`src/vsr_map.vh`:
```
/*
 * constants for the output voltage select and system control register pair:
 * offsets, field positions, reset values and timing counts.
 * assumes a 40 MHz system clock and inclusion by bare name.
 */
`ifndef VSR_MAP_VH
`define VSR_MAP_VH

// register offsets as seen on the register write port
`define VSR_OFF_CONVERTER_OUTPUT_LEVEL_SEL 8'h00
`define VSR_OFF_SYSCTL1 8'h01

// output_voltage_select fields
`define VSR_OUTPUT_VOLTAGE_SELECT_LOOP_BIT 7
`define VSR_OUTPUT_VOLTAGE_SELECT_CODE_MSB 6
`define VSR_OUTPUT_VOLTAGE_SELECT_CODE_LSB 0

// system_control_one fields
`define VSR_CTL_EN_BIT 7
`define VSR_CTL_GO_BIT 6
`define VSR_CTL_SLEW_MSB 5
`define VSR_CTL_SLEW_LSB 3
`define VSR_CTL_RETRY_BIT 2
`define VSR_CTL_HICCUP_BIT 1
`define VSR_CTL_MODE_BIT 0

// reset values
`define VSR_OUTPUT_VOLTAGE_SELECT_RESET 8'h9E
`define VSR_CTL_RESET 8'hA6

// fixed reference of the feedback divider loop, 0.60 V
`define VSR_FB_REF_CODE 7'h00

// clock and timing figures
`define VSR_CLK_PERIOD_NS 25
`define VSR_SLEW_BASE_NS 500
`define VSR_SLEW_BASE_CYC ((`VSR_SLEW_BASE_NS + `VSR_CLK_PERIOD_NS - 1) / `VSR_CLK_PERIOD_NS)
`define VSR_HICCUP_OFF_NS 100000
`define VSR_HICCUP_OFF_CYC (`VSR_HICCUP_OFF_NS / `VSR_CLK_PERIOD_NS)

`endif

```
`src/vsr_regs.v`:
```
/*
 * output voltage select and system control register pair of a step-down
 * converter controller, with switch enable and protection mode handling.
 * holds the two registers, the scaling-go handshake with its pending
 * reference command, the power state machine for enable, over-voltage and
 * over-current handling, and the registered read-back mux.
 * the scaling-go flag clears itself only after an accepted code write and
 * the ramp landing on that code; set with no code write, it stays set until a control write or shutdown.
 * a control write with the flag clear aborts the grant.
 * protection inputs trip the block only while switching; an over-voltage
 * wins over a current fault seen in the same cycle.
 * the ramp keeps tracking the code in the divider loop as well, so a change
 * to the digital loop starts from the programmed code with no slew.
 * assumes a serial-bus engine that delivers one write strobe per data byte,
 * with register and data bytes valid alongside it.
 * assumes protection comparators and the enable pin synchronous to clk_sys;
 * the enable pin low acts as a full clear of the block.
 */
`include "vsr_map.vh"

module vsr_regs (
    input wire clk_sys, // 40 MHz system clock
    input wire reset, // synchronous reset, active high
    input wire en_pin, // external enable pin level
    input wire wr_strobe, // one-cycle pulse at end of data byte
    input wire [7:0] wr_reg, // register byte of the write
    input wire [7:0] wr_data, // data byte of the write
    input wire [7:0] rd_reg, // register byte of a read
    input wire ovp_detect, // over_voltage_protection comparator
    input wire ocp_detect, // over_current_protection comparator
    input wire uvp_detect, // under_voltage_protection comparator
    output reg [7:0] rd_data_q, // read data for rd_reg
    output reg bus_active_q, // serial interface logic enabled
    output reg loop_digital_q, // 1 digital reference loop in charge
    output reg feedback_divider_sel_q, // 1 feedback_divider_input loop
    output reg [6:0] ref_code_q, // reference code to the loop DAC
    output reg forced_pwm_q, // 1 forced PWM, 0 auto PFM/PWM
    output reg high_side_switch_en_q, // high_side_switch may switch
    output reg low_side_switch_en_q, // low_side_switch may switch
    output reg hiccup_q, // hiccup off time running
    output reg latched_off_q // protection latch-off
);
    // power state codes
    localparam [4:0] ST_OFF = 5'b00001;
    localparam [4:0] ST_RUN = 5'b00010;
    localparam [4:0] ST_OVP_WAIT = 5'b00100;
    localparam [4:0] ST_HICCUP = 5'b01000;
    localparam [4:0] ST_LATCH = 5'b10000;

    // shutdown: reset or enable pin low clears every register
    wire shutdown = reset | ~en_pin;
    wire [31:0] hic_cyc = `VSR_HICCUP_OFF_CYC;

    // register reset words, cut into fields below
    wire [7:0] output_voltage_select_rst = `VSR_OUTPUT_VOLTAGE_SELECT_RESET;
    wire [7:0] ctl_rst = `VSR_CTL_RESET;

    // register fields
    reg output_voltage_select_loop_q;
    reg [6:0] output_voltage_select_code_q;
    reg ctl_en_q;
    reg ctl_go_q;
    reg [2:0] ctl_slew_q;
    reg ctl_retry_q;
    reg ctl_hiccup_q;
    reg ctl_mode_q;

    // scaling-go bookkeeping and power state
    reg cmd_pend_q;
    reg [4:0] state_q;
    reg [4:0] state_d;
    reg [11:0] hic_cnt_q;

    // reference ramp outputs
    wire [6:0] ramp_code;
    wire ramp_done;

    // write decode, taken on the data byte strobe
    wire wr_output_voltage_select = wr_strobe & (wr_reg == `VSR_OFF_CONVERTER_OUTPUT_LEVEL_SEL);
    wire wr_ctl = wr_strobe & (wr_reg == `VSR_OFF_SYSCTL1);
    wire code_take = wr_output_voltage_select & ctl_go_q;
    wire go_set = wr_ctl & wr_data[`VSR_CTL_GO_BIT];
    // ramp settled on the code now in the register; the registered
    // at-target flag alone still reflects the previous target for a cycle
    wire ramp_landed = ramp_done & (ramp_code == output_voltage_select_code_q);
    wire go_done = cmd_pend_q & ramp_landed & ~code_take;
    wire fault_ocp = ocp_detect & uvp_detect;
    wire hic_end = (hic_cnt_q >= hic_cyc[11:0] - 12'h001); // off time used up

    // output voltage select register
    always @(posedge clk_sys) begin
        if (shutdown) begin
            output_voltage_select_loop_q <= output_voltage_select_rst[`VSR_OUTPUT_VOLTAGE_SELECT_LOOP_BIT];
            output_voltage_select_code_q <= output_voltage_select_rst[`VSR_OUTPUT_VOLTAGE_SELECT_CODE_MSB:`VSR_OUTPUT_VOLTAGE_SELECT_CODE_LSB];
        end else if (wr_output_voltage_select) begin
            output_voltage_select_loop_q <= wr_data[`VSR_OUTPUT_VOLTAGE_SELECT_LOOP_BIT];
            if (code_take) begin
                output_voltage_select_code_q <= wr_data[6:0];
            end
        end
    end

    // system control register, plain fields
    always @(posedge clk_sys) begin
        if (shutdown) begin
            ctl_en_q <= ctl_rst[`VSR_CTL_EN_BIT];
            ctl_slew_q <= ctl_rst[`VSR_CTL_SLEW_MSB:`VSR_CTL_SLEW_LSB];
            ctl_retry_q <= ctl_rst[`VSR_CTL_RETRY_BIT];
            ctl_hiccup_q <= ctl_rst[`VSR_CTL_HICCUP_BIT];
            ctl_mode_q <= ctl_rst[`VSR_CTL_MODE_BIT];
        end else if (wr_ctl) begin
            ctl_en_q <= wr_data[`VSR_CTL_EN_BIT];
            ctl_slew_q <= wr_data[`VSR_CTL_SLEW_MSB:`VSR_CTL_SLEW_LSB];
            ctl_retry_q <= wr_data[`VSR_CTL_RETRY_BIT];
            ctl_hiccup_q <= wr_data[`VSR_CTL_HICCUP_BIT];
            ctl_mode_q <= wr_data[`VSR_CTL_MODE_BIT];
        end
    end

    // scaling-go flag: host set wins over the self clear
    always @(posedge clk_sys) begin
        if (shutdown) begin
            ctl_go_q <= 1'b0;
        end else if (go_set) begin
            ctl_go_q <= 1'b1;
        end else if (go_done) begin
            ctl_go_q <= 1'b0;
        end else if (wr_ctl) begin
            ctl_go_q <= 1'b0;
        end
    end

    // pending reference command, armed by an accepted code write
    always @(posedge clk_sys) begin
        if (shutdown) begin
            cmd_pend_q <= 1'b0;
        end else if (code_take) begin
            cmd_pend_q <= 1'b1;
        end else if (go_done) begin
            cmd_pend_q <= 1'b0;
        end
    end

    // reference ramp toward the programmed code
    vsr_ref_ramp u_ramp (
        .clk_sys(clk_sys),
        .clear(shutdown),
        .target(output_voltage_select_code_q),
        .slew_sel(ctl_slew_q),
        .code_q(ramp_code),
        .at_target_q(ramp_done)
    );

    // power state next value
    always @* begin
        state_d = state_q;
        case (state_q)
            ST_OFF: begin
                if (ctl_en_q) begin
                    state_d = ST_RUN;
                end
            end
            ST_RUN: begin
                if (!ctl_en_q) begin
                    state_d = ST_OFF;
                end else if (ovp_detect && ctl_retry_q) begin
                    state_d = ST_OVP_WAIT;
                end else if (ovp_detect) begin
                    state_d = ST_LATCH;
                end else if (fault_ocp && ctl_hiccup_q) begin
                    state_d = ST_HICCUP;
                end else if (fault_ocp) begin
                    state_d = ST_LATCH;
                end
            end
            ST_OVP_WAIT: begin
                if (!ovp_detect) begin
                    state_d = ctl_en_q ? ST_RUN : ST_OFF;
                end
            end
            ST_HICCUP: begin
                if (hic_end) begin
                    state_d = ctl_en_q ? ST_RUN : ST_OFF;
                end
            end
            ST_LATCH: begin
                state_d = ST_LATCH;
            end
            default: begin
                state_d = ST_OFF;
            end
        endcase
    end

    // power state register
    always @(posedge clk_sys) begin
        if (shutdown) begin
            state_q <= ST_OFF;
        end else begin
            state_q <= state_d;
        end
    end

    // hiccup off-time counter, runs only in the hiccup state
    always @(posedge clk_sys) begin
        if (shutdown) begin
            hic_cnt_q <= 12'h000;
        end else if (state_q == ST_HICCUP) begin
            hic_cnt_q <= hic_cnt_q + 12'h001;
        end else begin
            hic_cnt_q <= 12'h000;
        end
    end

    // loop selection, reference and light-load mode outputs
    always @(posedge clk_sys) begin
        if (shutdown) begin
            loop_digital_q <= 1'b0;
            feedback_divider_sel_q <= 1'b1;
            ref_code_q <= `VSR_FB_REF_CODE;
            forced_pwm_q <= 1'b0;
        end else begin
            loop_digital_q <= ~output_voltage_select_loop_q;
            feedback_divider_sel_q <= output_voltage_select_loop_q;
            if (output_voltage_select_loop_q) begin
                ref_code_q <= `VSR_FB_REF_CODE;
            end else begin
                ref_code_q <= ramp_code;
            end
            forced_pwm_q <= ctl_go_q | ctl_mode_q;
        end
    end

    // switch enables, high only while running
    always @(posedge clk_sys) begin
        if (shutdown) begin
            high_side_switch_en_q <= 1'b0;
            low_side_switch_en_q <= 1'b0;
        end else begin
            high_side_switch_en_q <= (state_d == ST_RUN);
            low_side_switch_en_q <= (state_d == ST_RUN);
        end
    end

    // protection status
    always @(posedge clk_sys) begin
        if (shutdown) begin
            hiccup_q <= 1'b0;
            latched_off_q <= 1'b0;
        end else begin
            hiccup_q <= (state_d == ST_HICCUP);
            latched_off_q <= (state_d == ST_LATCH);
        end
    end

    // serial interface enable follows the enable pin
    always @(posedge clk_sys) begin
        if (reset) begin
            bus_active_q <= 1'b0;
        end else begin
            bus_active_q <= en_pin;
        end
    end

    // read data mux, registered; unmapped and shut-down reads give zero
    always @(posedge clk_sys) begin
        if (shutdown) begin
            rd_data_q <= 8'h00;
        end else begin
            case (rd_reg)
                `VSR_OFF_CONVERTER_OUTPUT_LEVEL_SEL: begin
                    rd_data_q <= {output_voltage_select_loop_q, output_voltage_select_code_q};
                end
                `VSR_OFF_SYSCTL1: begin
                    rd_data_q <= {ctl_en_q, ctl_go_q, ctl_slew_q,
                        ctl_retry_q, ctl_hiccup_q, ctl_mode_q};
                end
                default: begin
                    rd_data_q <= 8'h00;
                end
            endcase
        end
    end
endmodule // vsr_regs

```
`src/vsr_ref_ramp.v`:
```
/*
 * reference ramp: walks the internal reference code toward the target one
 * step at a time, at an interval set by the 3-bit slew select.
 * assumes a synchronous active-high clear and one system clock.
 */
`include "vsr_map.vh"

module vsr_ref_ramp (
    input wire clk_sys, // system clock
    input wire clear, // synchronous clear, loads the reset code
    input wire [6:0] target, // code to move toward
    input wire [2:0] slew_sel, // interval select
    output reg [6:0] code_q, // present reference code
    output reg at_target_q // code equals target
);
    wire [31:0] base_cyc = `VSR_SLEW_BASE_CYC;
    wire [11:0] interval = base_cyc[11:0] << slew_sel;
    reg [11:0] tick_q;
    wire [7:0] code_rst = `VSR_OUTPUT_VOLTAGE_SELECT_RESET; // code field sits in bits 6:0

    // one code step per elapsed interval
    always @(posedge clk_sys) begin
        if (clear) begin
            code_q <= code_rst[6:0];
            tick_q <= 12'h000;
            at_target_q <= 1'b1;
        end else begin
            at_target_q <= (code_q == target);
            if (code_q == target) begin
                tick_q <= 12'h000;
            end else if (tick_q >= interval - 12'h001) begin
                tick_q <= 12'h000;
                if (code_q < target) begin
                    code_q <= code_q + 7'h01;
                end else begin
                    code_q <= code_q - 7'h01;
                end
            end else begin
                tick_q <= tick_q + 12'h001;
            end
        end
    end
endmodule // vsr_ref_ramp

```
`config.mk`:
```
export PLATFORM = sky130hd
export DESIGN_NAME = vsr_regs
export DESIGN_NICKNAME = d
export VERILOG_FILES = /design/src/vsr_regs.v /design/src/vsr_ref_ramp.v
export VERILOG_INCLUDE_DIRS = /design/src /design/src/src
export SDC_FILE = /design/constraint.sdc
export NUM_CORES = 1
export LEC_CHECK = 0
export BUFFER_PORTS_ARGS = -buffer_cell sky130_fd_sc_hd__buf_2
export CAP_MARGIN = 5
export CORE_MARGIN = 5
export CORE_UTILIZATION = 55
export CTS_CLUSTER_SIZE = 8
export DETAILED_ROUTE_END_ITERATION = 8
export GPL_TIMING_DRIVEN = 0
export PLACE_DENSITY = 0.77
export SKIP_CTS_REPAIR_TIMING = 1
export SYNTH_ARGS = -nofsm -noshare
export SYNTH_HDL_FRONTEND = slang
export SYNTH_SLANG_ARGS = --single-unit
```
`constraint.sdc`:
```
create_clock -name clk_sys -period 3.6 [get_ports clk_sys]
set_input_delay 0.36 -clock clk_sys [delete_from_list [all_inputs] [get_ports clk_sys]]
set_output_delay 0.36 -clock clk_sys [all_outputs]
set_load 0.02 [all_outputs]
```
==> summary.txt, run 1 <==
Global route
  – Vias in the first global route: 2,771
  – Initial antenna violation count: 0
  – First-pass GRT wire length: 12.6 mm
  – Largest net degree at the start of global routing: 12
  – Total gr overflow: 0
  – GRT Total Usage: 18.7%

Finish
  – Antenna diodes: 0
  – Fin area: 4130 µm²
  – Register area: 1520 µm²
  – Area of the multi-input gates: 1940 µm²
  – Nets: 521
  – # fillers: 523
  – Layout cell share with drive strength beyond 1: 16.1%
  – Fin cells: 544
  – Layout overhead on the synthesized area: 15.2%

Place
  – PortBufs: 52
  – Placed instance area: 3940 µm²
  – GP Congestion: 0.858
  – HPWL after DPL: 5.55 mm
  – Placed Cells: 530

Routing
  – Routed Antenna Nets: 0
  – # DRC: 0
  – Vias per cell: 5.30
  – Drt initial violations: 113
  – Final wirelength: 7.39 mm
  – Drt wl/cell: 13.6 µm
  – First-pass DRT Iterations: 4
  – Via count: 2,885

Setup path
  – Worst Path Arrival: 3410 ps
  – Element type at the critical path end: flip-flop
  – CP max FO: 10
  – Critical path class: flip-flop to flip-flop
  – FF-to-FF setup slack: 410 ps
  – Reg2reg path depth: 12
  – Worst Setup Start Kind: flip-flop
  – Required time of the critical path: 3810 ps

STA
  – Relative slew slack: 63.0%
  – Fin crit share: 88.7%
  – Hold Fails Final Rpt: 0
  – RSZ-0062 raised after global routing: no
  – Max Slew Vio Count: 0
  – Setup Viol. Count Final: 0
  – Final min period: 3190 ps
  – Worst-Margin Slew: 556 ps
  – Fmax: 313 MHz
  – Worst Skew: 8.22 ps
  – Setup tns final: 0 ps

Clock tree
  – Worst skew pair latency: 350 ps
  – CTS max path bufs: 2
  – Clock sink total: 76
  – # H-tree levels: 3
  – Clk slew on worst S/H paths: 70 ps
  – Root buf cell: clkbuf_8
  – TritonCTS clock tree: built
  – TritonCTS buffer count: 9

Pwr
  – Peak supply drop: 270 µV
  – Pwr dens: 374 nW/µm²
  – Lkg Pwr: 1.78 nW

Synth
  – Synth Instances: 401
  – Mapped Nets: 458
  – Synth Cell Area: 3590 µm²
  – Primary FF master, synth: dfxtp_1
  – Yosys warnings: 0
  – Post-synth top area share: 42.4%
  – FFs w/ async S/R, synth: 0%
  – Seq/Total Area, Yosys: 42.4%
  – Synth Register Bits: 76
  – EDFF count, synth: 0
  – Synth unique cells: 46
  – Most area-consuming cells after synthesis: dfxtp_1, ha_1, nor2_1, mux2i_1, nand2_1
  – Syn Area/Cell: 8.95 µm²
  – Cell accounting for the most synthesized area: dfxtp_1

Floorplanning
  – Num ports: 54
  – Rows: 29
  – Initial Utilization: 56.5%
  – Die width: 90.8 µm
  – Core ar.: 6350 µm²
  – Die H: 90.8 µm
  – Die area: 8240 µm²

Hold path
  – WHS Path Cells: 3
  – Hold Crit Class: primary input to flip-flop

Status
  – Status: finished clean

Flow run
  – Max-cap check violation count: 0
==> per-stage QoR <==
stage	util (%)	setup WS, ps	total power (W)	hold slack [ps]
floorplan	-	826	0.000894	418
global placement	62.1	518	0.000920	426
detailed placement	62.1	419	0.000921	438
CTS	65.1	389	0.00156	227
global route	65.1	189	0.00160	237
finish	65.1	406	0.00155	243
==> metal layers <==
metal  vias to the layer above  part of all wire [%]  wire length (µm)  track usage [%]
met5                         -                     0                 0                0
met2                        61                    45              3290             28.0
met1                      1316                    49              3650             24.7
met3                         6                   5.3               389             6.00
li1                       1502                     -                 -                -
met4                         0                  0.87                64             7.44
==> cell usage after synthesis (2+ instances only) <==
cell	n
a2111oi_4	2
a211oi_1	6
a21o_1	3
a21oi_1	22
and2_1	7
and3_1	4
and4_1	2
buf_1	2
buf_2	3
clkbuf_1	7
dfxtp_1	76
ha_1	25
inv_1	18
mux2i_1	20
nand2_1	37
nand2b_1	5
nand3_1	23
nand3b_1	2
nand4_1	7
nand4b_1	2
nor2_1	57
nor2b_1	3
nor3_1	4
nor4_1	3
o211ai_1	2
o21ai_0	11
o21bai_1	2
or3_1	4
xnor2_1	13
xor2_1	13
==> kinds of logic after synthesis <==
group / count (synthesis) / share of synthesized area (%)
buffers and inverters: 31 / 3.45
adder cells (fa/ha/maj): 26 / 9.28
AND/OR/NAND/NOR: 165 / 22.0
AO/OA/AOI/OAI: 57 / 10.9
multiplexers: 20 / 5.58
flip-flops: 76 / 42.4
XOR/XNOR: 26 / 6.35
==> registers in the layout, indices dropped and copies added, names as in the netlist, 3 cells and up <==
signal                        count
ctl_slew_q                        3
hic_cnt_q                        12
output_voltage_select_code_q      7
rd_data_q                         8
ref_code_q                        7
state_q                           5
u_ramp.code_q                     7
u_ramp.tick_q                    12
==> final timing paths <==
kind                                     from                       endpoint
setup reg to reg   ctl_slew_q[0]$_SDFFE_PP0P_  u_ramp.code_q[4]$_SDFFE_PP1P_
hold / removal                     wr_data[2]       ctl_retry_q$_SDFFE_PP1P_
hold reg to reg   u_ramp.tick_q[0]$_SDFF_PP0_    u_ramp.tick_q[0]$_SDFF_PP0_
setup / recovery   ctl_slew_q[0]$_SDFFE_PP0P_  u_ramp.code_q[4]$_SDFFE_PP1P_
==> cells in the final DEF, fill, tap and decap left out, drive strengths merged, types with 5 or more instances in the layout <==
cell | netlist | final
a211oi | 6 | 6
a21oi | 23 | 23
and2 | 7 | 7
buf | 6 | 58
clkbuf | 7 | 19
dfxtp | 76 | 76
ha | 25 | 25
inv | 18 | 18
mux2i | 20 | 20
nand2 | 38 | 38
nand2b | 5 | 5
nand3 | 23 | 23
nand4 | 7 | 7
nor2 | 58 | 58
o21ai | 12 | 12
or3 | 5 | 5
xnor2 | 13 | 13
xor2 | 13 | 13
==> power by group <==
group          total [W]  leakage (nW)  internal [W]  switching (W)
sequential      0.000846         0.613      0.000843     0.00000312
combinational  0.0000557          1.07     0.0000261      0.0000296
clock           0.000644        0.0983      0.000350       0.000294
total            0.00155          1.78       0.00122       0.000326
==> area by class of cell <==
| type | count | area share (%) |
|---|---|---|
| multi-input combinational | 294 | 47.0 |
| sequential | 76 | 36.8 |
| timing repair buffer | 52 | 6.30 |
| clock buffer | 12 | 3.75 |
| tap | 77 | 2.33 |
| inverter | 18 | 1.63 |
| buffer | 13 | 1.36 |
| clock inverter | 2 | 0.847 |
==> worst max-delay path, stage by stage (launching register included) <==
cell	delay [ps]
dfxtp_1	310
clkbuf_1	190
or3_1	440
ha_1	240
a21oi_1	160
o21ai_0	140
ha_1	340
nand4_1	160
a2111oi_4	420
a2111oi_4	130
nor2_4	250
mux2i_1	220
nand2_1	60
No activity file was read; power rests on OpenSTA's default activity.
==> run 2: changes to the inputs <==
Settings changed: MAX_ROUTING_LAYER set to met4, PLACE_DENSITY 0.77 to 0.76.
Clock period 3.6 ns to 3.35 ns, I/O delays scaled along.
==> run 2 against run 1 <==
Net effect:
- first-iteration DRC count shrank 12%
- sequential power grew 7.4%
- routed wire length grew 4.0%
- combinational power grew 7.9%
- critical path depth is the same
- clock power grew 30%
- largest power group unchanged
==> summary.txt, run 2 (synthesized netlist as in run 1, its figures left out) <==
STA
  – Worst-Margin Slew: 553 ps
  – Fin crit share: 92.9%
  – Setup tns final: 0 ps
  – Fmax: 321 MHz
  – Max Slew Vio Count: 0
  – Hold slack: 219 ps
  – Hold Fails Final Rpt: 0
  – RSZ-0062 raised after global routing: no
  – Setup Viol. Count Final: 0
  – Relative slew slack: 63.1%
  – Worst Skew: 7.97 ps
  – Final min period: 3110 ps

Setup path
  – CP Cell Sequence: clkbuf_1, or3_1, ha_1, and3_1, o21ai_0, ha_1, nand4_1, a2111oi_4, a2111oi_4, nand2_2, buf_2, nor2_1
  – Critical path class: flip-flop to flip-flop
  – CP peak stage delay: 510 ps
  – Crit path from: ctl_slew_q[1]$_SDFFE_PP0P_
  – Reg2reg path depth: 12
  – Element type at the critical path end: flip-flop
  – CP max FO: 10
  – Worst Path Arrival: 3390 ps
  – Required time of the critical path: 3630 ps
  – Worst Setup Start Kind: flip-flop
  – Top cell family by delay on the critical path: simple AND/OR/NAND/NOR gates
  – FF-to-FF setup slack: 240 ps
  – Worst R2R End: u_ramp.tick_q[6]$_SDFF_PP0_
  – CP max stage cell: a2111oi_4
  – Reg2reg start: ctl_slew_q[1]$_SDFFE_PP0P_
  – WP buf/inv: 2

Pwr
  – Clk network pwr share: 46.3%
  – Pwr dens: 431 nW/µm²
  – Switching Power: 0.000378 W
  – Lkg Pwr: 1.80 nW
  – Comb power frac: 3.3%
  – Cell-internal power: 0.00143 W
  – Switching share of power: 21.0%
  – Peak supply drop: 337 µV
  – Power share of the sequential group: 50.4%

Clock tree
  – TritonCTS buffer count: 9
  – Worst skew pair latency: 350 ps
  – Root buf cell: clkbuf_8
  – TritonCTS clock tree: built
  – Clock sink total: 76
  – # H-tree levels: 3
  – Clk slew on worst S/H paths: 80 ps
  – CTS max path bufs: 2

Place
  – GP Congestion: 0.852
  – HPWL after DPL: 5.68 mm
  – PortBufs: 52

Routing
  – Drt wl/cell: 14.1 µm
  – Drt initial violations: 100
  – First-pass DRT Iterations: 4
  – Post-Route M1 WL: 3.67 mm
  – Final wirelength: 7.69 mm
  – # DRC: 0
  – Top Layer Used: met4
  – Via count: 2,958
  – Met3 WL post-DR: 440 µm
  – Routed Antenna Nets: 0
  – Vias per cell: 5.42
  – Met2 WL: 3.45 mm

Global route
  – Vias in the first global route: 2,872
  – Initial antenna violation count: 0
  – Total gr overflow: 0
  – First-pass GRT wire length: 13.2 mm
  – Largest net degree at the start of global routing: 14
  – GRT Total Usage: 20.1%

Finish
  – Commonest non-fill, non-tap cell in the layout: dfxtp_1
  – Layout overhead on the synthesized area: 16.7%
  – Most frequent cells in the layout: dfxtp_1, nor2_1, buf_2
  – Layout cell share with drive strength beyond 1: 17.1%
  – Antenna diodes: 0
  – Nets: 521
  – Top Registers: hic_cnt_q: 12 flops, u_ramp.tick_q: 12 flops, rd_data_q: 8 flops

Floorplanning
  – Die width: 90.8 µm
  – Die area: 8240 µm²
  – Rows: 29
  – Initial Utilization: 56.5%
  – Core ar.: 6350 µm²
  – Die H: 90.8 µm
  – Num ports: 54

Hold path
  – WHS Path Cells: 3
  – Hold EP: ctl_en_q$_SDFFE_PP1P_
  – Hold_sp: wr_data[7]
  – Hold Crit Class: primary input to flip-flop

Flow run
  – Max-cap check violation count: 0

Status
  – Status: finished clean
==> run 2: changes by cell type in the layout (fill, tap and decap cells not counted), sizes merged <==
cell      previous run  this run
clkinvlp             0         2
clkinv               1         2
clkbuf              19        16
bufinv               1         3
==> run 2: per-layer routing <==
metal	up-vias	GRT usage, %
li1	1506	-
met1	1353	26.4
met2	85	29.7
met3	14	4.08
met4	0	9.31
met5	-	-
==> run 2: how the worst max path moves through the flow <==
stage / slack, ps / cells after the start / to
detailed placement: 230 / 12 / u_ramp.code_q[3]$_SDFFE_PP1P_
CTS: 170 / 12 / u_ramp.code_q[3]$_SDFFE_PP1P_
finish: 240 / 12 / u_ramp.tick_q[6]$_SDFF_PP0_
floorplan: 580 / 12 / u_ramp.code_q[1]$_SDFFE_PP1P_
global placement: 280 / 12 / u_ramp.code_q[3]$_SDFFE_PP1P_
global route: 20 / 13 / u_ramp.code_q[6]$_SDFFE_PP0P_
==> run 2: cell type report <==
type | count | area [µm²]
Buffer | 13 | 57.6
Clock buffer | 9 | 124
Clock inverter | 7 | 115
Fill cell | 481 | 2160
Inverter | 18 | 67.6
Multi-Input combinational cell | 294 | 1940
Sequential cell | 76 | 1520
Tap cell | 77 | 96.3
Timing Repair Buffer | 52 | 260
==> run 2: power by group through the flow <==
stage | logic, W | registers [W] | clock network (W)
2_1_floorplan | 0.0000288 | 0.000932 | 0
3_3_place_gp | 0.0000588 | 0.000930 | 0
3_5_place_dp | 0.0000596 | 0.000930 | 0
4_1_cts | 0.0000599 | 0.000909 | 0.000847
5_1_grt | 0.0000656 | 0.000910 | 0.000895
6_report | 0.0000601 | 0.000909 | 0.000835
==> run 2: per-stage QoR <==
step,power [W],cell area (µm²),cells,worst slack [ps],utilization (%)
floorplan,0.000960,3590,401,576,-
global placement,0.000989,3940,530,284,62.1
detailed placement,0.000990,3940,530,227,62.1
CTS,0.00182,4180,546,170,65.9
global route,0.00187,4190,546,23.7,65.9
finish,0.00180,4190,546,238,65.9
==> run 2: worst register-to-register path: stages (launching register included) <==
cell	delay [ps]
dfxtp_1	300
clkbuf_1	200
or3_1	430
ha_1	250
and3_1	200
o21ai_0	200
ha_1	280
nand4_1	140
a2111oi_4	60
a2111oi_4	520
nand2_2	100
buf_2	210
nor2_1	160
==> run 3: changes to the inputs <==
Settings changed: CORE_UTILIZATION 55 to 51, PLACE_DENSITY 0.76 to 0.72.
Clock period 3.35 ns to 3.5 ns, I/O delays scaled along.
==> run 3 against run 2 <==
Net effect:
- register-to-register slack improved by 150 ps
- global-route usage decreased by 1.4 points
- critical path depth unchanged
- flip-flop and latch count unchanged
- routed wire length decreased by 3.5%
- fmax about the same
- via count decreased by 1.3%
- cell count increased by 3.5%
- largest cell class unchanged
==> summary.txt, run 3 (synthesized netlist as in run 1, its figures left out) <==
STA
  – Worst Skew: 6.59 ps
  – Fin crit share: 88.9%
  – RSZ-0062 raised after global routing: no
  – Relative slew slack: 65.9%
  – Final min period: 3110 ps
  – Hold Fails Final Rpt: 0
  – Fmax: 321 MHz
  – Setup Viol. Count Final: 0
  – Max Slew Vio Count: 0
  – Hold slack: 242 ps
  – Worst-Margin Slew: 512 ps
  – Setup tns final: 0 ps

Setup path
  – Element type at the critical path end: flip-flop
  – Reg2reg start: ctl_slew_q[0]$_SDFFE_PP0P_
  – Worst Setup Start Kind: flip-flop
  – Required time of the critical path: 3700 ps
  – Worst Path Arrival: 3320 ps
  – Worst R2R End: u_ramp.code_q[4]$_SDFFE_PP1P_
  – Reg2reg path depth: 12
  – Critical path class: flip-flop to flip-flop
  – CP Capture Point: u_ramp.code_q[4]$_SDFFE_PP1P_
  – Crit path from: ctl_slew_q[0]$_SDFFE_PP0P_
  – CP max FO: 10
  – FF-to-FF setup slack: 390 ps

Global route
  – Initial antenna violation count: 0
  – Largest net degree at the start of global routing: 12
  – Vias in the first global route: 2,858
  – GRT Total Usage: 18.8%
  – Total gr overflow: 0
  – First-pass GRT wire length: 12.9 mm

Clock tree
  – Worst skew pair latency: 340 ps
  – Root buf cell: clkbuf_8
  – # H-tree levels: 3
  – CTS max path bufs: 2
  – TritonCTS buffer count: 9
  – TritonCTS clock tree: built
  – Clk slew on worst S/H paths: 70 ps
  – Clock sink total: 76

Floorplanning
  – Die width: 93.9 µm
  – Die H: 93.9 µm
  – Core ar.: 6830 µm²
  – Num ports: 54
  – Rows: 30
  – Die area: 8810 µm²
  – Initial Utilization: 52.5%

Pwr
  – Lkg Pwr: 1.78 nW
  – Peak supply drop: 181 µV
  – Final Total Pwr: 0.00159 W
  – Pwr dens: 382 nW/µm²

Place
  – HPWL after DPL: 5.71 mm
  – GP Congestion: 0.813
  – PortBufs: 52

Hold path
  – Hold Crit Class: primary input to flip-flop

Routing
  – Drt initial violations: 151
  – Via count: 2,919
  – # DRC: 0
  – Final wirelength: 7.42 mm
  – First-pass DRT Iterations: 4
  – Routed Antenna Nets: 0
  – Vias per cell: 5.17
  – Drt wl/cell: 13.1 µm

Finish
  – Top Registers: hic_cnt_q: 12 flops, u_ramp.tick_q: 12 flops, rd_data_q: 8 flops
  – Layout overhead on the synthesized area: 16.1%
  – Nets: 521
  – Layout cell share with drive strength beyond 1: 15.8%
  – Commonest non-fill, non-tap cell in the layout: dfxtp_1
  – Antenna diodes: 0
  – Most frequent cells in the layout: dfxtp_1, nor2_1, buf_2

Flow run
  – Max-cap check violation count: 0

Status
  – Status: finished clean
==> run 3: final cells by class <==
| class | instances | area, µm² |
|---|---|---|
| Buffer | 13 | 56.3 |
| Clock buffer | 15 | 166 |
| Fill cell | 630 | 2670 |
| Multi-Input combinational cell | 294 | 1940 |
| Tap cell | 96 | 120 |
| Sequential cell | 76 | 1520 |
| Clock inverter | 1 | 30.0 |
| Inverter | 18 | 67.6 |
| Timing Repair Buffer | 52 | 260 |
==> run 3: per-stage QoR <==
stage	worst slack [ps]	area, µm²	util [%]	cells
6_report	387	4160	61.0	565
3_3_place_gp	423	3970	58.1	549
5_1_grt	123	4160	61.0	565
3_5_place_dp	360	3970	58.1	549
2_1_floorplan	726	3590	-	401
4_1_cts	333	4160	61.0	565
==> run 3: worst max-delay path, cell delays in order (launching register included) <==
cell and delay, ps:
dfxtp_1 310, clkbuf_1 190, or3_1 430, ha_1 240, a21oi_1 140, o21ai_0 110
ha_1 320, nand4_1 140, a2111oi_4 430, a2111oi_4 130, nor2_4 240, mux2i_1 220
nand2_1 70
==> run 3: how the worst min path moves through the flow <==
| stage | start | end | slack [ps] | depth (start not counted) |
|---|---|---|---|---|
| after floorplan | u_ramp.tick_q[0]$_SDFF_PP0_ | u_ramp.tick_q[0]$_SDFF_PP0_ | 420 | 1 |
| after global placement | u_ramp.tick_q[0]$_SDFF_PP0_ | u_ramp.tick_q[0]$_SDFF_PP0_ | 430 | 1 |
| after detailed placement | u_ramp.tick_q[0]$_SDFF_PP0_ | u_ramp.tick_q[0]$_SDFF_PP0_ | 440 | 1 |
| after CTS | wr_data[7] | ctl_en_q$_SDFFE_PP1P_ | 230 | 3 |
| after global routing | wr_data[7] | ctl_en_q$_SDFFE_PP1P_ | 240 | 3 |
| final | wr_data[7] | ctl_en_q$_SDFFE_PP1P_ | 240 | 3 |
==> run 3: power by group <==
group | switching, W | total [W] | internal [W]
sequential | 0.00000309 | 0.000870 | 0.000867
combinational | 0.0000303 | 0.0000572 | 0.0000269
clock | 0.000294 | 0.000664 | 0.000370
==> run 3: per-layer routing <==
metal  up-vias  part of all wire, %  wire [µm]  global-route usage, %
met5         -                    0          0                      -
met4         0                  1.1         83                   7.34
met3         6                  5.5        405                   3.53
met2        59                   46       3380                   28.9
met1      1341                   48       3540                   24.4
li1       1513                    -          -                      -
